## config.mk

```make
export PLATFORM = sky130hd
export DESIGN_NAME = arc_top
export DESIGN_NICKNAME = d
export VERILOG_FILES = /design/src/arc_pkg.sv /design/src/arc_top.sv
export SDC_FILE = /design/constraint.sdc
export NUM_CORES = 1
export LEC_CHECK = 0
export ABC_AREA = 0
export BUFFER_PORTS_ARGS = -buffer_cell sky130_fd_sc_hd__buf_2
export CORE_MARGIN = 5
export CORE_UTILIZATION = 49
export CTS_BUF_LIST = sky130_fd_sc_hd__clkbuf_16
export CTS_CLUSTER_SIZE = 30
export DETAILED_ROUTE_END_ITERATION = 8
export GPL_TIMING_DRIVEN = 0
export PLACE_DENSITY_LB_ADDON = 0.05
export SKIP_CTS_REPAIR_TIMING = 1
export SLEW_MARGIN = 20
export SYNTH_ARGS = -nofsm -noshare
export SYNTH_HDL_FRONTEND = slang
export SYNTH_SLANG_ARGS = --single-unit
```

## constraint.sdc

```tcl
create_clock -name hclk -period 2.1 [get_ports hclk]
set_input_delay 0.105 -clock hclk [delete_from_list [all_inputs] [get_ports hclk]]
set_output_delay 0.105 -clock hclk [all_outputs]
set_load 0.02 [all_outputs]
```

## src/arc_pkg.sv

```systemverilog
// Constants for the alarm relay controller: register map, fields, timing.
// Assumes a 10 MHz hclk and 32-bit AHB-Lite register access.
package arc_pkg;

  // ****************************************************************
  // Register byte offsets
  // ****************************************************************
  localparam logic [7:0] ARC_OFS_ALARM  = 8'h00;
  localparam logic [7:0] ARC_OFS_CTRL   = 8'h04;
  localparam logic [7:0] ARC_OFS_STATUS = 8'h08;
  localparam logic [7:0] ARC_OFS_CMD    = 8'h0C;

  // ****************************************************************
  // Field positions
  // ****************************************************************
  // Alarm register
  localparam int ARC_A_NODE_MAJ = 0;
  localparam int ARC_A_NODE_MIN = 1;
  localparam int ARC_A_NET_MAJ  = 2;
  localparam int ARC_A_NET_MIN  = 3;
  // Control register
  localparam int ARC_C_AUX0     = 0;
  localparam int ARC_C_AUX1     = 1;
  localparam int ARC_C_ASSIGNED = 2;
  localparam int ARC_C_TEST_ERR = 3;
  // Command register (write one to act)
  localparam int ARC_K_FAIL_RST = 0;
  localparam int ARC_K_HW_RST   = 1;
  // Status register
  localparam int ARC_S_ACO      = 0;
  localparam int ARC_S_HIST     = 1;
  localparam int ARC_S_FAIL     = 2;
  localparam int ARC_S_ACTIVE   = 3;
  localparam int ARC_S_AUD_ON   = 4;
  localparam int ARC_S_SUPA_BAD = 5;
  localparam int ARC_S_SUPB_BAD = 6;
  localparam int ARC_S_HW_RST   = 7;

  localparam logic [3:0] ARC_ALARM_RST = 4'h0;
  localparam logic [3:0] ARC_CTRL_RST  = 4'h0;

  // ****************************************************************
  // Timing
  // ****************************************************************
  localparam int ARC_CLK_HZ       = 10_000_000;
  localparam int ARC_DEBOUNCE_MS  = 10;
  localparam int ARC_DEBOUNCE_CYC = ARC_CLK_HZ / 1000 * ARC_DEBOUNCE_MS;
  localparam int ARC_SELFTEST_MS  = 100;
  localparam int ARC_SELFTEST_CYC = ARC_CLK_HZ / 1000 * ARC_SELFTEST_MS;
  localparam int ARC_HWRST_US     = 10;
  localparam int ARC_HWRST_CYC    = ARC_CLK_HZ / 1_000_000 * ARC_HWRST_US;

endpackage : arc_pkg

```

## src/arc_top.sv

```systemverilog
// Alarm relay controller: alarm commands in over AHB-Lite, relay drives,
// faceplate lamps, supply fail outputs and self-test reporting.
// Assumes buttons and supply ok inputs are asynchronous to hclk.
`timescale 1ns/1ps

module arc_top
  import arc_pkg::*;
#(
  parameter int DEBOUNCE_CYC = ARC_DEBOUNCE_CYC,
  parameter int SELFTEST_CYC = ARC_SELFTEST_CYC
) (
  input  wire logic        hclk,
  input  wire logic        hresetn,
  input  wire logic        hsel,
  input  wire logic [31:0] haddr,
  input  wire logic [1:0]  htrans,
  input  wire logic        hwrite,
  input  wire logic [2:0]  hsize,
  input  wire logic [31:0] hwdata,
  input  wire logic        hready,
  output logic             hreadyout,
  output logic             hresp,
  output logic [31:0]      hrdata,
  input  wire logic        alarm_cutoff_button,
  input  wire logic        history_clear_button,
  input  wire logic        supply_a_ok,
  input  wire logic        supply_b_ok,
  output logic             supply_a_fail_n,
  output logic             supply_b_fail_n,
  output logic             node_major_visual,
  output logic             node_major_audible,
  output logic             node_minor_visual,
  output logic             node_minor_audible,
  output logic             net_major_drive,
  output logic             net_minor_drive,
  output logic             aux0_drive,
  output logic             aux1_drive,
  output logic             alarm_cutoff_led,
  output logic             history_led,
  output logic             node_major_led,
  output logic             node_minor_led,
  output logic             fail_led,
  output logic             active_led
);

  // ****************************************************************
  // Input synchronisers: three stages, change on 2nd/3rd agreement
  // ****************************************************************
  logic [3:0] sy1_r, sy2_r, sy3_r, in_r;
  wire  [3:0] raw_in = {supply_b_ok, supply_a_ok,
                        history_clear_button, alarm_cutoff_button};

  always_ff @(posedge hclk or negedge hresetn) begin
    if (!hresetn) begin
      sy1_r <= 4'h0;
      sy2_r <= 4'h0;
      sy3_r <= 4'h0;
      in_r  <= 4'h0;
    end else begin
      sy1_r <= raw_in;
      sy2_r <= sy1_r;
      sy3_r <= sy2_r;
      for (int i = 0; i < 4; i++)
        if (sy2_r[i] == sy3_r[i]) in_r[i] <= sy3_r[i];
    end
  end

  // ****************************************************************
  // Button debounce, one pulse per press
  // ****************************************************************
  logic [1:0] btn_press;

  generate
    for (genvar g = 0; g < 2; g++) begin : g_btn
      logic [19:0] cnt_r;
      logic        stab_r;
      logic        prev_r;
      always_ff @(posedge hclk or negedge hresetn) begin
        if (!hresetn) begin
          cnt_r  <= 20'h0;
          stab_r <= 1'b0;
          prev_r <= 1'b0;
        end else begin
          prev_r <= stab_r;
          if (in_r[g] == stab_r)
            cnt_r <= 20'h0;
          else if (cnt_r == 20'(DEBOUNCE_CYC - 1)) begin
            cnt_r  <= 20'h0;
            stab_r <= in_r[g];
          end else
            cnt_r <= cnt_r + 20'h1;
        end
      end
      assign btn_press[g]  = stab_r & ~prev_r;
    end
  endgenerate

  wire aco_press  = btn_press[0];
  wire hclr_press = btn_press[1];

  // ****************************************************************
  // AHB-Lite slave, zero wait states
  // ****************************************************************
  logic       dwr_r;
  logic [7:0] dadr_r;
  logic [3:0] alarm_r, ctrl_r;
  logic [7:0] status_w;

  wire take   = hsel & hready & htrans[1];
  wire wr_alm = dwr_r & (dadr_r == ARC_OFS_ALARM);
  wire wr_ctl = dwr_r & (dadr_r == ARC_OFS_CTRL);
  wire wr_cmd = dwr_r & (dadr_r == ARC_OFS_CMD);
  wire [7:0] rd_ofs = {haddr[7:2], 2'b00};
  wire rd_hit = take & ~hwrite;

  assign hreadyout = 1'b1;
  assign hresp     = 1'b0;

  always_ff @(posedge hclk or negedge hresetn) begin
    if (!hresetn) begin
      dwr_r  <= 1'b0;
      dadr_r <= 8'h00;
    end else begin
      dwr_r  <= take & hwrite;
      dadr_r <= rd_ofs;
    end
  end

  logic [31:0] rd_nxt;
  always_comb begin
    case (rd_ofs)
      ARC_OFS_ALARM:  rd_nxt = {28'h0, alarm_r};
      ARC_OFS_CTRL:   rd_nxt = {28'h0, ctrl_r};
      ARC_OFS_STATUS: rd_nxt = {24'h0, status_w};
      default:        rd_nxt = 32'h0;
    endcase
  end

  always_ff @(posedge hclk or negedge hresetn) begin
    if (!hresetn) hrdata <= 32'h0;
    else if (rd_hit) hrdata <= rd_nxt;
  end

  // ****************************************************************
  // Hardware reset pause and command registers
  // ****************************************************************
  logic [7:0] hwrst_cnt_r;
  wire        hw_busy = (hwrst_cnt_r != 8'h0);
  wire        hw_req  = wr_cmd & hwdata[ARC_K_HW_RST];
  wire        fl_rst  = wr_cmd & hwdata[ARC_K_FAIL_RST];

  always_ff @(posedge hclk or negedge hresetn) begin
    if (!hresetn) hwrst_cnt_r <= 8'h0;
    else if (hw_req) hwrst_cnt_r <= 8'(ARC_HWRST_CYC);
    else if (hw_busy) hwrst_cnt_r <= hwrst_cnt_r - 8'h1;
  end

  always_ff @(posedge hclk or negedge hresetn) begin
    if (!hresetn) begin
      alarm_r <= ARC_ALARM_RST;
      ctrl_r  <= ARC_CTRL_RST;
    end else if (hw_req) begin
      alarm_r <= ARC_ALARM_RST;
      ctrl_r  <= ARC_CTRL_RST;
    end else begin
      if (wr_alm) alarm_r <= hwdata[3:0];
      if (wr_ctl) ctrl_r  <= hwdata[3:0];
    end
  end

  // ****************************************************************
  // Node alarms, cut-off and history
  // ****************************************************************
  wire node_maj = alarm_r[ARC_A_NODE_MAJ] & ~hw_busy;
  wire node_min = alarm_r[ARC_A_NODE_MIN] & ~hw_busy;
  wire node_any = node_maj | node_min;
  wire [1:0] node_vec = {node_min, node_maj};
  logic [1:0] node_prev_r;
  wire new_alarm = |(node_vec & ~node_prev_r);
  logic aco_r, hist_r;

  // cut-off set, cleared by alarm end or new alarm
  always_ff @(posedge hclk or negedge hresetn) begin
    if (!hresetn) begin
      aco_r       <= 1'b0;
      node_prev_r <= 2'b00;
    end else begin
      node_prev_r <= node_vec;
      if (!node_any || new_alarm) aco_r <= 1'b0;
      else if (aco_press) aco_r <= 1'b1;
    end
  end

  always_ff @(posedge hclk or negedge hresetn) begin
    if (!hresetn) hist_r <= 1'b0;
    else if (node_any) hist_r <= 1'b1;
    else if (hclr_press) hist_r <= 1'b0;
  end

  // ****************************************************************
  // Self-test, failure log
  // ****************************************************************
  logic [23:0] st_cnt_r;
  logic        fail_r;
  wire st_tick = (st_cnt_r == 24'(SELFTEST_CYC - 1));
  wire st_bad  = st_tick & ctrl_r[ARC_C_TEST_ERR];

  always_ff @(posedge hclk or negedge hresetn) begin
    if (!hresetn) st_cnt_r <= 24'h0;
    else if (st_tick) st_cnt_r <= 24'h0;
    else st_cnt_r <= st_cnt_r + 24'h1;
  end

  // failure held until reset, set wins
  always_ff @(posedge hclk or negedge hresetn) begin
    if (!hresetn) fail_r <= 1'b0;
    else if (st_bad) fail_r <= 1'b1;
    else if (fl_rst || hw_req) fail_r <= 1'b0;
  end

  // ****************************************************************
  // Outputs
  // ****************************************************************
  wire aud_on = ~aco_r;
  assign node_major_visual  = ~node_maj;
  assign node_major_audible = ~(node_maj & aud_on);
  assign node_minor_visual  = node_min;
  assign node_minor_audible = node_min & aud_on;
  assign net_major_drive = ~(alarm_r[ARC_A_NET_MAJ] & ~hw_busy);
  assign net_minor_drive = alarm_r[ARC_A_NET_MIN] & ~hw_busy;
  assign aux0_drive = ctrl_r[ARC_C_AUX0] & ~hw_busy;
  assign aux1_drive = ctrl_r[ARC_C_AUX1] & ~hw_busy;
  assign supply_a_fail_n = in_r[2];
  assign supply_b_fail_n = in_r[3];

  assign alarm_cutoff_led = aco_r;
  assign history_led      = hist_r;
  assign node_major_led   = node_maj;
  assign node_minor_led   = node_min;
  assign fail_led   = fail_r;
  assign active_led = ctrl_r[ARC_C_ASSIGNED] & ~fail_r & ~hw_busy;

  always_comb begin
    status_w[ARC_S_ACO]      = aco_r;
    status_w[ARC_S_HIST]     = hist_r;
    status_w[ARC_S_FAIL]     = fail_r;
    status_w[ARC_S_ACTIVE]   = active_led;
    status_w[ARC_S_AUD_ON]   = aud_on & node_any;
    status_w[ARC_S_SUPA_BAD] = ~in_r[2];
    status_w[ARC_S_SUPB_BAD] = ~in_r[3];
    status_w[ARC_S_HW_RST]   = hw_busy;
  end

  // ****************************************************************
  // Checks
  // ****************************************************************
  chk_aco_new_alarm: assert property (
    @(posedge hclk) disable iff (!hresetn)
    new_alarm |=> !aco_r)
    else $error("cut-off not cleared by new alarm");

  chk_aco_idle: assert property (
    @(posedge hclk) disable iff (!hresetn)
    !node_any |=> !aco_r)
    else $error("cut-off lamp lit without alarm");

  chk_visual_free: assert property (
    @(posedge hclk) disable iff (!hresetn)
    node_maj |-> !node_major_visual && (node_minor_visual == node_min))
    else $error("visual contact follows cut-off");

  chk_hist_hold: assert property (
    @(posedge hclk) disable iff (!hresetn)
    node_any |=> hist_r)
    else $error("history not set by alarm");

  chk_history_clear_button: assert property (
    @(posedge hclk) disable iff (!hresetn)
    $fell(hist_r) |-> $past(hclr_press) && !$past(node_any))
    else $error("history cleared illegally");

  chk_fail_sticky: assert property (
    @(posedge hclk) disable iff (!hresetn)
    fail_r && !fl_rst && !hw_req |=> fail_r)
    else $error("failure dropped without reset");

  chk_active_lamp: assert property (
    @(posedge hclk) disable iff (!hresetn)
    active_led |-> ctrl_r[ARC_C_ASSIGNED] && !fail_led)
    else $error("active lamp with failure");

  chk_major_idle: assert property (
    @(posedge hclk) disable iff (!hresetn)
    !alarm_r[ARC_A_NODE_MAJ] && !hw_busy |-> node_major_visual)
    else $error("major relay not energised at idle");

  chk_hw_pause: assert property (
    @(posedge hclk) disable iff (!hresetn)
    hw_req |=> hw_busy [*8])
    else $error("hardware reset pause too short");

endmodule : arc_top

```

# After elaboration in Yosys (flattened, before gate mapping)
# Cells that the tools add are included.
# W data, S select, Z words.
# op_classes
add_sub_neg	4
multipliers	0
div_mod_pow	0
order_cmp	0
eq_ne	13
n_shift	0
muxes	18
bitwise_logic	39
n_reduce_logical	15
# op_table
operator	count
$mux W20	4
$add A20 B1 Y20 const B	2
$eq A20 B17 Y1 const B	2
$add A24 B1 Y24 const B	1
$eq A24 B20 Y1 const B	1
$mux W24	1
$pmux W8 S3	1
$and A1 B1 Y1	23
$logic_not A8 Y1	2
$mux W4	4
$mux W8	2
$not A1 Y1	13
$eq A6 B1 Y1 const B	2
$eq A6 B2 Y1 const B	2
$reduce_bool A2 Y1	6
$reduce_bool A8 Y1	1
$sub A8 B1 Y8 const B	1
$eq A1 B1 Y1	6
$mux W1	6
$reduce_and A2 Y1	2
$and A2 B2 Y2	1
$logic_or A1 B1 Y1	2
$not A2 Y2	1
$reduce_or A2 Y1	1
2 further kinds	2
# word_totals
register_bits	144
latch_bits	0
ram_bits	0
rom_bits	0
inputBits	78
output_inout_bits	50
n_memories	0

# Longest topological paths before layout
# logic_depth
depth_word	7
depth_mapped	8
depth_no_buf	6

# Worst setup path after synthesis
# No wires, ideal clock.
# synth_path
path_type	register -> output
startpoint	register hwrst_cnt_r[0]
endpoint	output node_minor_visual
t_arrival_ns	2.073
t_required_ns	1.995
path_slack_ns	-0.078
path_stages_with_launch	9
path_buffers	3
path_cell_list	dfrtp_1 -> inv_1 -> ha_1 -> or3b_1 -> clkbuf_1 -> or2_1 -> buf_2 -> nor2_1 -> buf_4
# synth_via
elab_chain_len	3
# synth_lines
item	line_no	text
start: declaration	arc_top.sv:147	logic [7:0] hwrst_cnt_r;
start signal: assignment	arc_top.sv:154	else if (hw_req) hwrst_cnt_r <= 8'(ARC_HWRST_CYC);
start signal: assignment	arc_top.sv:155	else if (hw_busy) hwrst_cnt_r <= hwrst_cnt_r - 8'h1;
$reduce_bool A8 Y1	arc_top.sv:148	wire hw_busy = (hwrst_cnt_r != 8'h0);
$not A1 Y1	arc_top.sv:175	wire node_min = alarm_r[ARC_A_NODE_MIN] & ~hw_busy;
$and A1 B1 Y1	arc_top.sv:175	
end: declaration	arc_top.sv:32	output logic node_minor_visual,
# No other way between the ends.

# Worst setup path after layout
# layout_path
startpoint	register hwrst_cnt_r[1]
endpoint	output node_major_audible
# layout_via
elab_chain_len	5
# layout_lines
item	line_no	text
$reduce_bool A8 Y1	arc_top.sv:148	
$not A1 Y1	arc_top.sv:174	wire node_maj = alarm_r[ARC_A_NODE_MAJ] & ~hw_busy;
$and A1 B1 Y1	arc_top.sv:174	
$and A1 B1 Y1	arc_top.sv:226	assign node_major_audible = ~(node_maj & aud_on);
$not A1 Y1	arc_top.sv:226	
end: declaration	arc_top.sv:31	output logic node_major_audible,
# No other way between the ends.

==> impl_metrics.json <==
{
  "outcome": "finished with violations",
  "violations": "negative setup slack",
  "worst_path_largest_cell_delay_ns": 0.41,
  "synthDominantAreaCellType": "dfrtp_1",
  "type_of_the_tightest_min_delay_check": "in2reg",
  "grt_ovf": 0,
  "worstSkewPairLatency_ns": 0.41,
  "yosys_warnings": 0,
  "worstSetupStartpointType": "flip-flop",
  "grt_max_degree": 72,
  "rsz0062_at_grt": "yes",
  "syn_avg_cell_area_sq_um": 10.3,
  "crit_fanout": 5,
  "gp_congestion": 0.773,
  "leakage_nw": 3.11,
  "synth_seq_cells": 120,
  "finalWirelength_um": 11200,
  "period_minus_slack_ns": 2.37,
  "path_buf_inv": 3,
  "switchingPower_w": 0.00133,
  "post_synth_inst_count": 533,
  "initial_antenna_violation_count": 0,
  "critPathRequiredTime_ns": 2.00,
  "detailed_place.area_sq_mm": 0.00602,
  "detail_route.vias_per_cell": 5.24,
  "drive_gt1_frac": 0.200,
  "final_antenna_net_count": 0,
  "final.setup.worst_slack_ns": -0.269,
  "maxClockFrequency_mhz": 422,
  "synthXorXnorAreaFrac": 0.0716,
  "power.share.combinational": 0.096,
  "drt_first_pass_iters": 4,
  "post-layout-total-power_w": 0.00544,
  "netlist.area_leader.share": 0.546,
  "timing.slew.headroom": 0.670,
  "p_clk_frac": 0.434,
  "power.ir.vdd_worst_mv": 0.448,
  "drc_errors": 0,
  "clock_tree.buffer_depth": 2,
  "cts-root-buf": "clkbuf_16",
  "fp.dieArea_sq_mm": 0.0134,
  "first_global_vias": 3811,
  "fp.coreArea_sq_mm": 0.0109,
  "switching_share": 0.244,
  "setup_viol": 11,
  "drv.max_cap_violation_count": 0,
  "std_cell_rows": 38,
  "die-width_um": 116,
  "route.vias.total": 4161,
  "worst_path_dominant_cell_family": "simple AND/OR/NAND/NOR gates",
  "detailedPlacementHpwl_um": 7620,
  "p_int_w": 0.00411,
  "async_flop_share": 1.00,
  "synthesized_area_sq_mm": 0.00550,
  "cts_tree": "yes",
  "timing.critical_path.slowest_stage_cell": "or3b_4",
  "fillerInstances": 918,
  "numClockSinks": 120,
  "fp.dieH_um": 116,
  "placement.io_buffers": 43,
  "globalRouteTotalUtil": 0.173,
  "synth_adder_area_share": 0.0164,
  "main_combinational_cell_family_by_area_after_synthesis": "simple AND/OR/NAND/NOR gates",
  "start_util": 0.503,
  "seq_area_frac_synth": 0.546,
  "muxShareOfSynthArea": 0.0168,
  "path_common_cell": "buf_6",
  "final-max-slew-violation-count": 0,
  "clkSlewWorstSetupHoldPaths_ns": 0.05,
  "dpl_worst_slack_ns": -0.180,
  "ys_types": 47,
  "end_kind": "output port",
  "grt_first_pass_wirelength_um": 18200,
  "synthFlopType": "dfrtp_1",
  "clock-skew-final_ns": 0.00926,
  "total_cts_buffers": 17,
  "io-pin-count": 128,
  "netlist_top_cells_area": "dfrtp_1, nor2_1, buf_4",
  "critPathKind": "reg2out",
  "cp_data_arrival_time_ns": 2.26,
  "final_antenna_diode_count": 0,
  "drt_iter0_drc": 211,
  "wl_per_cell_um": 14.1,
  "timing_hold_violations_final": 0,
  "final_stage_net_count": 726,
  "final_cell_area_sq_mm": 0.00683,
  "synth_area_in_simple_gates": 0.206,
  "tightest_slew_ns": 0.491,
  "timing.critical_path.cells": "inv_2 > ha_4 > or3b_4 > or2_1 > buf_6 > or3_4 > buf_6",
  "seq_area_sq_mm": 0.00300,
  "power-per-cell-area_mw_per_mm2": 797,
  "area_growth_syn_to_layout_pct": 24.1,
  "synth-edff-count": 0,
  "power.sequential.fraction": 0.469,
  "clock_tree.htree_level_count": 4,
  "layout_worst_path_cycle_share": 1.13,
  "synth_compound_gate_area_share": 0.0794,
  "multiInputGateArea_sq_mm": 0.00233
}
[cells by family (layout without fill, tap and decap cells)]
logic type	Yosys count	count (layout)
xor gates and xnor gates	45	45
adders and majority gates	8	8
buffers and inverters	63	160
DFF	120	120
other	2	26
and+or+nand+nor	212	212
muxes	9	9
AOI/OAI and AO/OA	74	74
[layer usage]
layer	wire length, um	global-route usage	share of wire	up-vias
met5	0	0	0	-
li1	-	-	-	2038
met1	5260	0.237	0.47	1999
met2	5190	0.265	0.46	112
met4	124	0.0696	0.011	0
met3	642	0.0449	0.057	12
[registers in the layout, indices dropped and copies added (netlist names), 2 cells and up]
name and count:
in_r 4, ctrl_r 4, hrdata 8, alarm_r 4, st_cnt_r 24, sy2_r 4
sy3_r 4, dadr_r 6, node_prev_r 2, g_btn.stab_r 2, hwrst_cnt_r 8, g_btn.cnt_r 40
g_btn.prev_r 2, sy1_r 4
[cells in the mapped netlist (5+ instances only)]
| library cell | number |
|---|---|
| xor2_1 | 22 |
| nand3_1 | 26 |
| a21oi_1 | 26 |
| buf_2 | 7 |
| nand4_1 | 15 |
| clkbuf_1 | 8 |
| or4_1 | 8 |
| buf_4 | 27 |
| or3_1 | 19 |
| inv_1 | 20 |
| and2_1 | 7 |
| nor2_1 | 60 |
| nand2_1 | 28 |
| a22o_1 | 5 |
| dfrtp_1 | 120 |
| and3_1 | 8 |
| nor3_1 | 10 |
| xnor2_1 | 23 |
| and4_1 | 10 |
| o21ai_0 | 27 |
| mux2i_1 | 7 |
| nor4_1 | 5 |
[power by group through the flow]
| stage | clock [W] | sequential [W] | combinational, W |
|---|---|---|---|
| finish | 0.00236 | 0.00255 | 0.000524 |
| global route | 0.00254 | 0.00257 | 0.000586 |
| CTS | 0.00241 | 0.00255 | 0.000435 |
| detailed placement | 0 | 0.00258 | 0.000432 |
| global placement | 0 | 0.00258 | 0.000413 |
| floorplan | 0 | 0.00257 | 0.000290 |
[path summary, 6_finish.rpt]
kind                                      from                 end  cells past startpoint  slack (ns)
worst max-delay path            hwrst_cnt_r[1]  node_major_audible                      7       -0.27
worst min-delay path                    hready               dwr_r                      3        0.02
worst max register to register  hwrst_cnt_r[1]    alarm_cutoff_led                      8        0.08
worst min register to register        sy1_r[1]            sy2_r[1]                      0        0.35
max in group asynchronous              hresetn            sy1_r[1]                      3        1.18
min in group asynchronous              hresetn           ctrl_r[1]                      2        0.22
[worst min-delay path: cells and delay by family]
kind	cells	cell delay, ns
and+or+nand+nor	2	0.17
buffers and inverters	1	0.10
[cell usage in the layout, fill, tap and decap left out, drive strengths merged, types with 23 or more instances in the layout]
master and count:
xnor2 23, o21ai 27, inv 23, buf 89, conb 26, a21oi 26, nor2 60, dfrtp 120
clkbuf 24, nand3 28, nand2 28
[metrics by stage]
stage	setup TNS, ns	instances	hold WS (ns)	util
final	-1.44	794	0.0193	0.624
after global routing	-2.67	794	0.0229	0.624
after CTS	-6.42	770	-0.347	0.594
after detailed placement	-1.14	741	0.0899	0.551
after global placement	-68.34	740	0.213	0.547
after floorplan	0	557	-0.191	-
[area by class of cell]
| type | count | share of cell area |
|---|---|---|
| Inverter | 20 | 0.0110 |
| Sequential cell | 120 | 0.440 |
| Buffer | 42 | 0.0407 |
| Clock inverter | 12 | 0.00715 |
| Tap cell | 140 | 0.0257 |
| Multi-Input combinational cell | 374 | 0.342 |
| Clock buffer | 17 | 0.0623 |
| Timing Repair Buffer | 69 | 0.0717 |
No activity file was read; power rests on OpenSTA's default activity.
